## src/common/onewire_bridge_map.vh

```
// Register layout, command codes and timing constants of the bridge configuration/status block
`ifndef ONEWIRE_BRIDGE_MAP_VH
`define ONEWIRE_BRIDGE_MAP_VH

// Function command codes seen by this block
`define CMD_DEVICE_RESET 8'hf0
`define CMD_SET_POINTER 8'he1
`define CMD_WRITE_CONFIG 8'hd2

// Read pointer select codes
`define PTR_STATUS 8'hf0
`define PTR_READ_DATA 8'he1
`define PTR_CONFIG 8'hc3

// Configuration bit positions
`define CFG_ACTIVE_PULLUP 0
`define CFG_ZERO_BIT 1
`define CFG_STRONG_PULLUP 2
`define CFG_BUS_SPEED 3
`define CFG_RESET_VALUE 8'h00

// Status bit positions
`define STS_BUSY 0
`define STS_PRESENCE 1
`define STS_SHORT 2
`define STS_LINE_LEVEL 3
`define STS_RESET 4
`define STS_SINGLE_BIT 5
`define STS_TRIPLET_SECOND 6
`define STS_DIRECTION 7

// Timing
`define CLOCK_MHZ 100
`define ACTIVE_PULLUP_ON_TIME_NS 2000
`define ACTIVE_PULLUP_ON_CYCLES \
	((`ACTIVE_PULLUP_ON_TIME_NS * `CLOCK_MHZ / 1000) < 1 ? 1 : \
	(`ACTIVE_PULLUP_ON_TIME_NS * `CLOCK_MHZ / 1000))

`endif

```

## src/line_sampler.v

```verilog
// Two-stage synchroniser and edge finder for the bus line input
`timescale 1ns/1ps
module line_sampler (
	// Clock and reset
	input wire clock_i,
	input wire rst_i,
	// Raw pin
	input wire line_i,
	// Synchronised view
	output wire level_o,
	output wire rise_o,
	output wire fall_o
);

reg meta_reg;
reg sync_reg;
reg prev_reg;

// Idle bus is high, so reset to 1 avoids a false edge
always @(posedge clock_i) begin
	if (rst_i) begin
		meta_reg <= 1'b1;
		sync_reg <= 1'b1;
		prev_reg <= 1'b1;
	end else begin
		meta_reg <= line_i;
		sync_reg <= meta_reg;
		prev_reg <= sync_reg;
	end
end

assign level_o = sync_reg;
assign rise_o = sync_reg & ~prev_reg;
assign fall_o = ~sync_reg & prev_reg;

endmodule

```

## src/onewire_bridge_config_status.v

```verilog
// Configuration and status register logic of the bridge, with pullup control
`timescale 1ns/1ps
`include "onewire_bridge_map.vh"
module onewire_bridge_config_status #(
	parameter ON_TIME_WIDTH = 16
) (
	// Clock and reset
	input wire clock_i,
	input wire rst_i,
	// Decoded commands from the host interface engine
	input wire cmd_strobe_i,
	input wire [7:0] cmd_code_i,
	input wire [7:0] cmd_param_i,
	input wire addr_read_ack_i,
	output wire cmd_nack_o,
	// Read path
	input wire [7:0] read_data_i,
	output reg [7:0] rd_data_o,
	// Bus sequencer events
	input wire bus_cmd_start_i,
	input wire bus_cmd_done_i,
	input wire slot_sample_i,
	input wire presence_sample_i,
	input wire single_bit_sample_i,
	input wire triplet_second_sample_i,
	input wire direction_valid_i,
	input wire direction_i,
	input wire presence_window_i,
	input wire line_drive_low_i,
	// Bus line and pullup control
	input wire line_i,
	output reg pullup_drive_o,
	output reg ext_pullup_ctrl_n_o,
	// Configuration to the sequencer
	output wire bus_speed_sel_o,
	output wire active_pullup_sel_o,
	output wire strong_pullup_sel_o
);

localparam [2:0] ST_IDLE = 3'b001;
localparam [2:0] ST_ACTIVE = 3'b010;
localparam [2:0] ST_STRONG = 3'b100;
localparam [31:0] ON_CYCLES_FULL = `ACTIVE_PULLUP_ON_CYCLES;
localparam [ON_TIME_WIDTH-1:0] ON_CYCLES = ON_CYCLES_FULL[ON_TIME_WIDTH-1:0];
localparam [7:0] CFG_RESET = `CFG_RESET_VALUE;

// Pointer code check shared by refusal and update paths
function valid_pointer;
	input [7:0] code;
	begin
		valid_pointer = (code == `PTR_STATUS) || (code == `PTR_READ_DATA) ||
			(code == `PTR_CONFIG);
	end
endfunction

// Nibble check of a configuration byte
function config_ok;
	input [7:0] value;
	begin
		config_ok = (value[7:4] == ~value[3:0]);
	end
endfunction

wire line_level;
wire line_rise;

line_sampler u_line_sampler (
	.clock_i(clock_i),
	.rst_i(rst_i),
	.line_i(line_i),
	.level_o(line_level),
	.rise_o(line_rise),
	.fall_o()
);

reg [7:0] pointer_reg;
reg [7:0] pointer_next;
reg active_pullup_reg;
reg active_pullup_next;
reg strong_pullup_reg;
reg strong_pullup_next;
reg bus_speed_reg;
reg bus_speed_next;
reg busy_reg;
reg busy_next;
reg presence_reg;
reg presence_next;
reg short_reg;
reg short_next;
reg line_level_reg;
reg line_level_next;
reg reset_flag_reg;
reg reset_flag_next;
reg single_bit_reg;
reg single_bit_next;
reg triplet_reg;
reg triplet_next;
reg direction_reg;
reg direction_next;
reg [2:0] state_reg;
reg [2:0] state_next;
reg [ON_TIME_WIDTH-1:0] on_count_reg;
reg [ON_TIME_WIDTH-1:0] on_count_next;
reg [7:0] rd_data_next;

wire is_dev_reset = cmd_strobe_i && (cmd_code_i == `CMD_DEVICE_RESET);
wire is_set_ptr = cmd_strobe_i && (cmd_code_i == `CMD_SET_POINTER);
wire is_cfg_write = cmd_strobe_i && (cmd_code_i == `CMD_WRITE_CONFIG);
wire cfg_accept = is_cfg_write && config_ok(cmd_param_i);
wire strong_end = (state_reg == ST_STRONG) && (bus_cmd_start_i || is_dev_reset ||
	(cfg_accept && !cmd_param_i[`CFG_STRONG_PULLUP]));
// Presence-pulse end and short recovery are let rise on the resistor alone
wire pullup_blocked = presence_window_i || short_reg || line_drive_low_i;

// Invalid pointer code is refused at its acknowledge
assign cmd_nack_o = is_set_ptr && !valid_pointer(cmd_param_i);

wire [7:0] status_value = {direction_next, triplet_next, single_bit_next, reset_flag_next,
	line_level_next, short_next, presence_next & ~short_next, busy_next};
wire [7:0] config_value = {4'h0, bus_speed_next, strong_pullup_next, 1'b0,
	active_pullup_next};

assign bus_speed_sel_o = bus_speed_reg;
assign active_pullup_sel_o = active_pullup_reg;
assign strong_pullup_sel_o = strong_pullup_reg;

// Pointer and configuration
always @* begin
	pointer_next = pointer_reg;
	active_pullup_next = active_pullup_reg;
	strong_pullup_next = strong_pullup_reg;
	bus_speed_next = bus_speed_reg;
	if (is_dev_reset) begin
		pointer_next = `PTR_STATUS;
		active_pullup_next = 1'b0;
		strong_pullup_next = 1'b0;
		bus_speed_next = 1'b0;
	end else begin
		if (bus_cmd_start_i) begin
			pointer_next = `PTR_STATUS;
		end
		if (is_set_ptr && valid_pointer(cmd_param_i)) begin
			pointer_next = cmd_param_i;
		end
		if (is_cfg_write) begin
			pointer_next = `PTR_CONFIG;
		end
		if (strong_end) begin
			strong_pullup_next = 1'b0;
		end
		if (cfg_accept) begin
			active_pullup_next = cmd_param_i[`CFG_ACTIVE_PULLUP];
			strong_pullup_next = cmd_param_i[`CFG_STRONG_PULLUP];
			bus_speed_next = cmd_param_i[`CFG_BUS_SPEED];
			if (strong_end) begin
				strong_pullup_next = 1'b0;
			end
		end
	end
end

// Status flags
always @* begin
	busy_next = busy_reg;
	presence_next = presence_reg;
	short_next = short_reg;
	line_level_next = line_level_reg;
	reset_flag_next = reset_flag_reg;
	single_bit_next = single_bit_reg;
	triplet_next = triplet_reg;
	direction_next = direction_reg;
	if (is_dev_reset) begin
		reset_flag_next = 1'b1;
		busy_next = 1'b0;
		presence_next = 1'b0;
		short_next = 1'b0;
		single_bit_next = 1'b0;
		triplet_next = 1'b0;
		direction_next = 1'b0;
	end else begin
		// A start in the same cycle as a done belongs to the next command
		if (bus_cmd_done_i) begin
			busy_next = 1'b0;
		end
		if (bus_cmd_start_i) begin
			busy_next = 1'b1;
		end
		if (slot_sample_i) begin
			short_next = ~line_level;
			if (!line_level) begin
				presence_next = 1'b0;
			end
		end
		if (presence_sample_i) begin
			presence_next = ~line_level & ~short_next;
		end
		if (addr_read_ack_i && pointer_reg == `PTR_STATUS) begin
			line_level_next = line_level;
		end
		if (is_cfg_write) begin
			reset_flag_next = 1'b0;
		end
		if (single_bit_sample_i) begin
			single_bit_next = line_level;
		end
		if (triplet_second_sample_i) begin
			triplet_next = line_level;
		end
		if (direction_valid_i) begin
			direction_next = direction_i;
		end
	end
end

// Pullup control
always @* begin
	state_next = state_reg;
	on_count_next = on_count_reg;
	case (state_reg)
		ST_IDLE: begin
			if (line_rise && !pullup_blocked) begin
				if (strong_pullup_reg) begin
					state_next = ST_STRONG;
				end else if (active_pullup_reg) begin
					state_next = ST_ACTIVE;
					on_count_next = ON_CYCLES;
				end
			end
		end
		ST_ACTIVE: begin
			if (on_count_reg <= 1 || line_drive_low_i || is_dev_reset) begin
				state_next = ST_IDLE;
				on_count_next = {ON_TIME_WIDTH{1'b0}};
			end else begin
				on_count_next = on_count_reg - 1'b1;
			end
		end
		ST_STRONG: begin
			if (strong_end) begin
				state_next = ST_IDLE;
			end
		end
		default: begin
			state_next = ST_IDLE;
			on_count_next = {ON_TIME_WIDTH{1'b0}};
		end
	endcase
end

// Built from next state, so a read right after a command is never stale
always @* begin
	case (pointer_next)
		`PTR_CONFIG: rd_data_next = config_value;
		`PTR_READ_DATA: rd_data_next = read_data_i;
		default: rd_data_next = status_value;
	endcase
end

always @(posedge clock_i) begin
	if (rst_i) begin
		pointer_reg <= `PTR_STATUS;
		active_pullup_reg <= CFG_RESET[`CFG_ACTIVE_PULLUP];
		strong_pullup_reg <= CFG_RESET[`CFG_STRONG_PULLUP];
		bus_speed_reg <= CFG_RESET[`CFG_BUS_SPEED];
		busy_reg <= 1'b0;
		presence_reg <= 1'b0;
		short_reg <= 1'b0;
		line_level_reg <= 1'b0;
		reset_flag_reg <= 1'b1;
		single_bit_reg <= 1'b0;
		triplet_reg <= 1'b0;
		direction_reg <= 1'b0;
		state_reg <= ST_IDLE;
		on_count_reg <= {ON_TIME_WIDTH{1'b0}};
		rd_data_o <= 8'h00;
		pullup_drive_o <= 1'b0;
		ext_pullup_ctrl_n_o <= 1'b1;
	end else begin
		pointer_reg <= pointer_next;
		active_pullup_reg <= active_pullup_next;
		strong_pullup_reg <= strong_pullup_next;
		bus_speed_reg <= bus_speed_next;
		busy_reg <= busy_next;
		presence_reg <= presence_next;
		short_reg <= short_next;
		line_level_reg <= line_level_next;
		reset_flag_reg <= reset_flag_next;
		single_bit_reg <= single_bit_next;
		triplet_reg <= triplet_next;
		direction_reg <= direction_next;
		state_reg <= state_next;
		on_count_reg <= on_count_next;
		rd_data_o <= rd_data_next;
		pullup_drive_o <= (state_next != ST_IDLE);
		ext_pullup_ctrl_n_o <= (state_next != ST_STRONG);
	end
end

endmodule

```

## config.mk

```make
export PLATFORM = sky130hd
export DESIGN_NAME = onewire_bridge_config_status
export DESIGN_NICKNAME = d
export VERILOG_FILES = /design/src/line_sampler.v /design/src/onewire_bridge_config_status.v
export VERILOG_INCLUDE_DIRS = /design/src /design/src/common
export SDC_FILE = /design/constraint.sdc
export NUM_CORES = 1
export LEC_CHECK = 0
export ABC_AREA = 1
export BUFFER_PORTS_ARGS = -buffer_cell sky130_fd_sc_hd__buf_2
export CAP_MARGIN = 25
export CORE_AREA = 4 4 57 111
export DETAILED_ROUTE_END_ITERATION = 7
export DIE_AREA = 0 0 61 115
export PLACE_DENSITY = 0.8
export SKIP_LAST_GASP = 1
export SYNTH_ARGS = -nofsm -noshare
export SYNTH_HDL_FRONTEND = slang
export SYNTH_SLANG_ARGS = --single-unit
```

## constraint.sdc

```tcl
create_clock -name clock_i -period 1.73 [get_ports clock_i]
set_input_delay 0.0865 -clock clock_i [delete_from_list [all_inputs] [get_ports clock_i]]
set_output_delay 0.0865 -clock clock_i [all_outputs]
set_load 0.01 [all_outputs]
```

; ---- Word-level counts from Yosys, hierarchy flattened
; Cells that the tools add are included.
[op_classes]
n_eq_ne = 18
reduce_logical = 22
div = 0
n_lt_le_gt_ge = 1
shifts = 0
mul = 0
mux = 44
n_addsub = 1
bitwise_logic = 9
[op_table]
columns = operator, n
row1 = "8-bit == test, second input constant", 9
row2 = 16-bit two-way mux, 4
row3 = 16-bit case mux with 3 select lines, 1
row4 = 8-bit two-way mux, 4
row5 = 1-bit two-way mux, 28
row6 = "16-bit by 1-bit <= comparator with 1-bit output, second input constant", 1
row7 = 8-bit case mux with 2 select lines, 1
row8 = "16-bit by 1-bit subtractor with 16-bit output, second input constant", 1
row9 = 3-bit two-way mux, 5
row10 = 1-bit logical AND, 10
row11 = 3-bit case mux with 3 select lines, 1
row12 = 1-bit logical OR, 8
row13 = "2-bit != test, second input constant", 3
row14 = 1-bit inverter, 5
row15 = 4-bit == test, 1
row16 = 4-bit inverter, 1
row17 = 4-bit AND reduction, 1
row18 = 1-bit bitwise AND, 3
row19 = "3-bit by 1-bit == test with 1-bit output, second input constant", 1
row20 = "3-bit by 2-bit == test with 1-bit output, second input constant", 1
row21 = "3-bit == test, second input constant", 1
row22 = 1-bit logical NOT, 3
row23 = "3-bit by 1-bit != test with 1-bit output, second input constant", 1
row24 = "3-bit != test, second input constant", 1
[word_totals]
mem_bits_rw = 0
wordCells = 115
regBits = 51
rom_bits = 0
n_memories = 0
latch_bits = 0

; ---- Depth between registers and ports, before layout
[depth]
word_depth = 10
depth_mapped = 14
ltp_nobuf = 14

; ---- Modules after synthesis
; Synthesis repeated with hierarchy kept, for this count alone.
[unflattened]
hier_cells = 379
hier_area_um2 = 2626.3
[modules_own_cells]
columns = mod, cells_per_inst, seq_area_each_um2, instances, area_each_um2
row1 = onewire_bridge_config_status, 366, 960.9, 1, 2528.7
row2 = line_sampler, 13, 60.1, 1, 97.6

; ---- Worst setup path after synthesis
; OpenSTA, ideal clock, no wires.
[synth_timing]
kind = register to register
start = reg on_count_reg[0]
end = reg on_count_reg[5]
t_arrival_ns = 1.516
required_ns = 1.615
setup_slack_ns = 0.099
stages_incl_launch_ff = 13
setup_ns = 0.115
path_cell_list = dfxtp_1 > inv_1 > ha_1 > nand3_1 > nor2_1 > nand2_1 > o21ai_1 > nand3_1 > nand3_1 > nor2_2 > o21ai_2 > buf_4 > nor2_1
[synth_via]
elab_chain_len = 5
[synth_lines]
columns = element, line_no
row1 = start: declaration, onewire_bridge_config_status.v:102  ; reg [ON_TIME_WIDTH-1:0] on_count_reg;
row2 = start signal: assignment, onewire_bridge_config_status.v:274  ; on_count_reg <= {ON_TIME_WIDTH{1'b0}};
row3 = start signal: assignment, onewire_bridge_config_status.v:292  ; on_count_reg <= on_count_next;
row4 = 16-bit by 1-bit <= comparator with 1-bit output, onewire_bridge_config_status.v:231  ; if (on_count_reg <= 1 || line_drive_low_i || is_dev_reset) begin
row5 = 1-bit logical OR (2 in series), onewire_bridge_config_status.v:231
row6 = 16-bit two-way mux *, onewire_bridge_config_status.v:231
row7 = 16-bit case mux with 3 select lines *, onewire_bridge_config_status.v:219  ; case (state_reg)
; Mark *: on every way between the ends. The rest lies on a longest branch, timed or not.
; A chain may end at the register's enable or synchronous reset.

; ---- Worst setup path after layout
[layout_timing]
start = reg on_count_reg[1]
end = reg on_count_reg[10]
; Same word-level chain as after synthesis.

==> metrics.cfg <==
[outcome]
outcome = finished with violations
failed_checks = negative setup slack

[drt]
wire_per_inst_um = 13.71
first_pass_iters = 4
drc = 0
drt_wl_total_um = 6994
dr.first_iter.drc_count = 166
post_drt_via_cell_ratio = 5.339
drtAntennaViolNets = 0
dr_total_vias = 2723

[sta]
drv_slew = 0
rsz0062_at_grt = true
worst_pin_slew_ns = 0.4190
finalHoldViolCount = 0
fin_crit_sh = 1.003
report.final.setup_viol = 2
finalCriticalPeriod_ns = 1.735
fin_ws_ns = -0.004631
relSlewSlack = 0.7185
timing.fmax_mhz = 576.5
clock_skew_ns = 0.01926

[hold_path]
min_to = rd_data_o[4]$_SDFF_PP0_
min_path_type = input port to flop
min_delay_path_depth = 3
hold_start = read_data_i[4]

[synth]
yosysSeqAreaShare = 0.3906
syn_inst = 370
synth-edff-count = 0
async_reset_ff_frac = 0
ys_warn_count = 0
synth.avg_cell_area_um2 = 7.064
synth-seq-cells = 51
synth_ff_type = dfxtp_1
synth_nets = 411
ys_types = 36
syn-cell-area_mm2 = 0.002614

[critical_path]
max_stage_delay_ns = 0.34
rrSetupSlack_ns = -0.005
reg2reg_depth = 11
reg2reg_to = on_count_reg[10]$_SDFFE_PP0P_
r2r-start = on_count_reg[1]$_SDFFE_PP0P_
cp_common_cell = nand3_2
path_cells = inv_2, buf_4, ha_1, nand3_2, o21ai_2, nand3_1, nand3_2, nor2_4, o21ai_4, clkbuf_16, nor2_1
cp.required_ns = 1.94
setup.worst_path.start = on_count_reg[1]$_SDFFE_PP0P_
start_kind = flop
endpoint_kind = flop
crit_slowest_cell = dfxtp_2
crit_type = flop to flop
cp.arrival_ns = 1.94
path_max_fanout = 6

[cts]
clk_pin_slew_ns = 0.11
clockBufferDepth = 2
htree_levels = 2
tritoncts = built
cts_made_buffers = 5
clk_latency_ns = 0.32
cts_root_buf = clkbuf_8
clock_sinks = 51

[cells_and_area]
antennaDiodeCount = 0
fin_util = 0.6233
layout-drive-gt1-share = 0.3067
finalNetCount = 490
largest_reg_flops = 16
nFillCells = 517
layout_common_cells = 67 x nand2_1, 52 x buf_2, 48 x nor2_1, 48 x dfxtp_1, 41 x inv_1
area_growth_pct = 29.25
final_area_mm2 = 0.003378
mostFrequentLayoutCell = nand2_1
instances_no_fill = 510

[power]
power_w = 0.002154
power_density_mw_per_mm2 = 637.5
p_leak_nw = 1.641
vdd_drop_max_mv = 0.6948

[global_routing]
grt_max_degree = 19
grt_overflow = 0
grtUsageTotal = 0.2008
grt_pass1_vias = 2657
antenna_found_initial = 0
grt_pass1_wl_um = 10790

[floorplanning]
fp.dieW_um = 61
coreArea_mm2 = 0.005420
die_area_mm2 = 0.007015
rows = 38
io_pins = 53
die_y_um = 115
start_util = 0.4822

[flow_run]
maxCapViolCount = 0

[placement]
dpl_cell_area_mm2 = 0.003064
port_buffers = 52
gp_congestion = 0.8549
placed_cells = 493
dp_slack_ns = -0.06410
dpl.hpwl_um = 5117

==> Yosys cell counts, types with 6 or more instances <==
library cell,n,area (µm²)
nand2_1,68,255.2
xor2_1,8,70.07
nor2_2,8,50.05
nand4_1,12,75.07
nand3_1,36,180.2
o21ai_0,6,30.03
nor3_1,13,65.06
dfxtp_1,51,1021
a21oi_1,18,90.09
inv_1,43,161.4
nor2_1,54,202.7
==> stage by stage <==
stage	setup TNS (ns)	hold WS [ns]
after floorplan	0	0.1903
after global placement	-0.3043	0.2770
after detailed placement	-0.2697	0.2775
after CTS	0	0.02114
after global routing	-0.9777	0.007304
final	-0.004843	0.02688
==> worst max-delay path by stage <==
stage,endpoint,slack [ns]
final,on_count_reg[10]$_SDFFE_PP0P_,-0.005
after global routing,on_count_reg[10]$_SDFFE_PP0P_,-0.1
after CTS,on_count_reg[12]$_SDFFE_PP0P_,0.01
after detailed placement,on_count_reg[14]$_SDFFE_PP0P_,-0.06
after global placement,on_count_reg[14]$_SDFFE_PP0P_,-0.08
after floorplan,on_count_reg[5]$_SDFFE_PP0P_,0.1
==> kinds of logic after synthesis <==
logic type | synth area share
AOI/OAI and AO/OA | 0.07707
muxes | 0.01292
xor gates and xnor gates | 0.04021
adders and majority gates | 0.009572
and+or+nand+nor | 0.3882
DFF | 0.3906
buffers and inverters | 0.08138
==> what timing repair did <==
item	in CTS	in global routing
gates cloned	0	1
gates resized for setup	1	31
pin swaps	0	14
buffers inserted	0	3
endpoints found under the hold margin	5	0
hold buffers	5	0
setup endpoints to repair	11	18
==> critical path: cells and delay by family (launching register included) <==
family | cells | cell delay, ns
buf+inv | 3 | 0.37
compound gates | 2 | 0.34
flops | 1 | 0.34
simple gates | 5 | 0.41
fa+ha+maj | 1 | 0.17
==> power breakdown <==
part           switching (W)  internal (W)  leakage, nW  total (W)
Combinational       0.000112     0.0000986         1.17   0.000211
Clock               0.000441      0.000301       0.0502   0.000741
Sequential        0.00000564       0.00120        0.417    0.00120
Total               0.000558       0.00160         1.64    0.00215
==> per-layer routing <==
layer	part of all wire	wire, µm	track usage
met4	0.044	310	0.1100
met1	0.36	2506	0.1833
met3	0.031	217	0.03596
met5	0	0	0
met2	0.57	3959	0.3867
==> final cells by class <==
| type | instances | area (µm²) | share of cell area |
|---|---|---|---|
| clock buffers | 5 | 68.82 | 0.02037 |
| clock inverters | 3 | 28.78 | 0.008519 |
| inverters | 48 | 182.7 | 0.05407 |
| multi-input cells | 264 | 1489 | 0.4407 |
| flip-flops and latches | 51 | 1025 | 0.3033 |
| well taps | 60 | 75.07 | 0.02222 |
| repair buffers | 79 | 509.2 | 0.1507 |
Power figures use the tool's default switching activity.
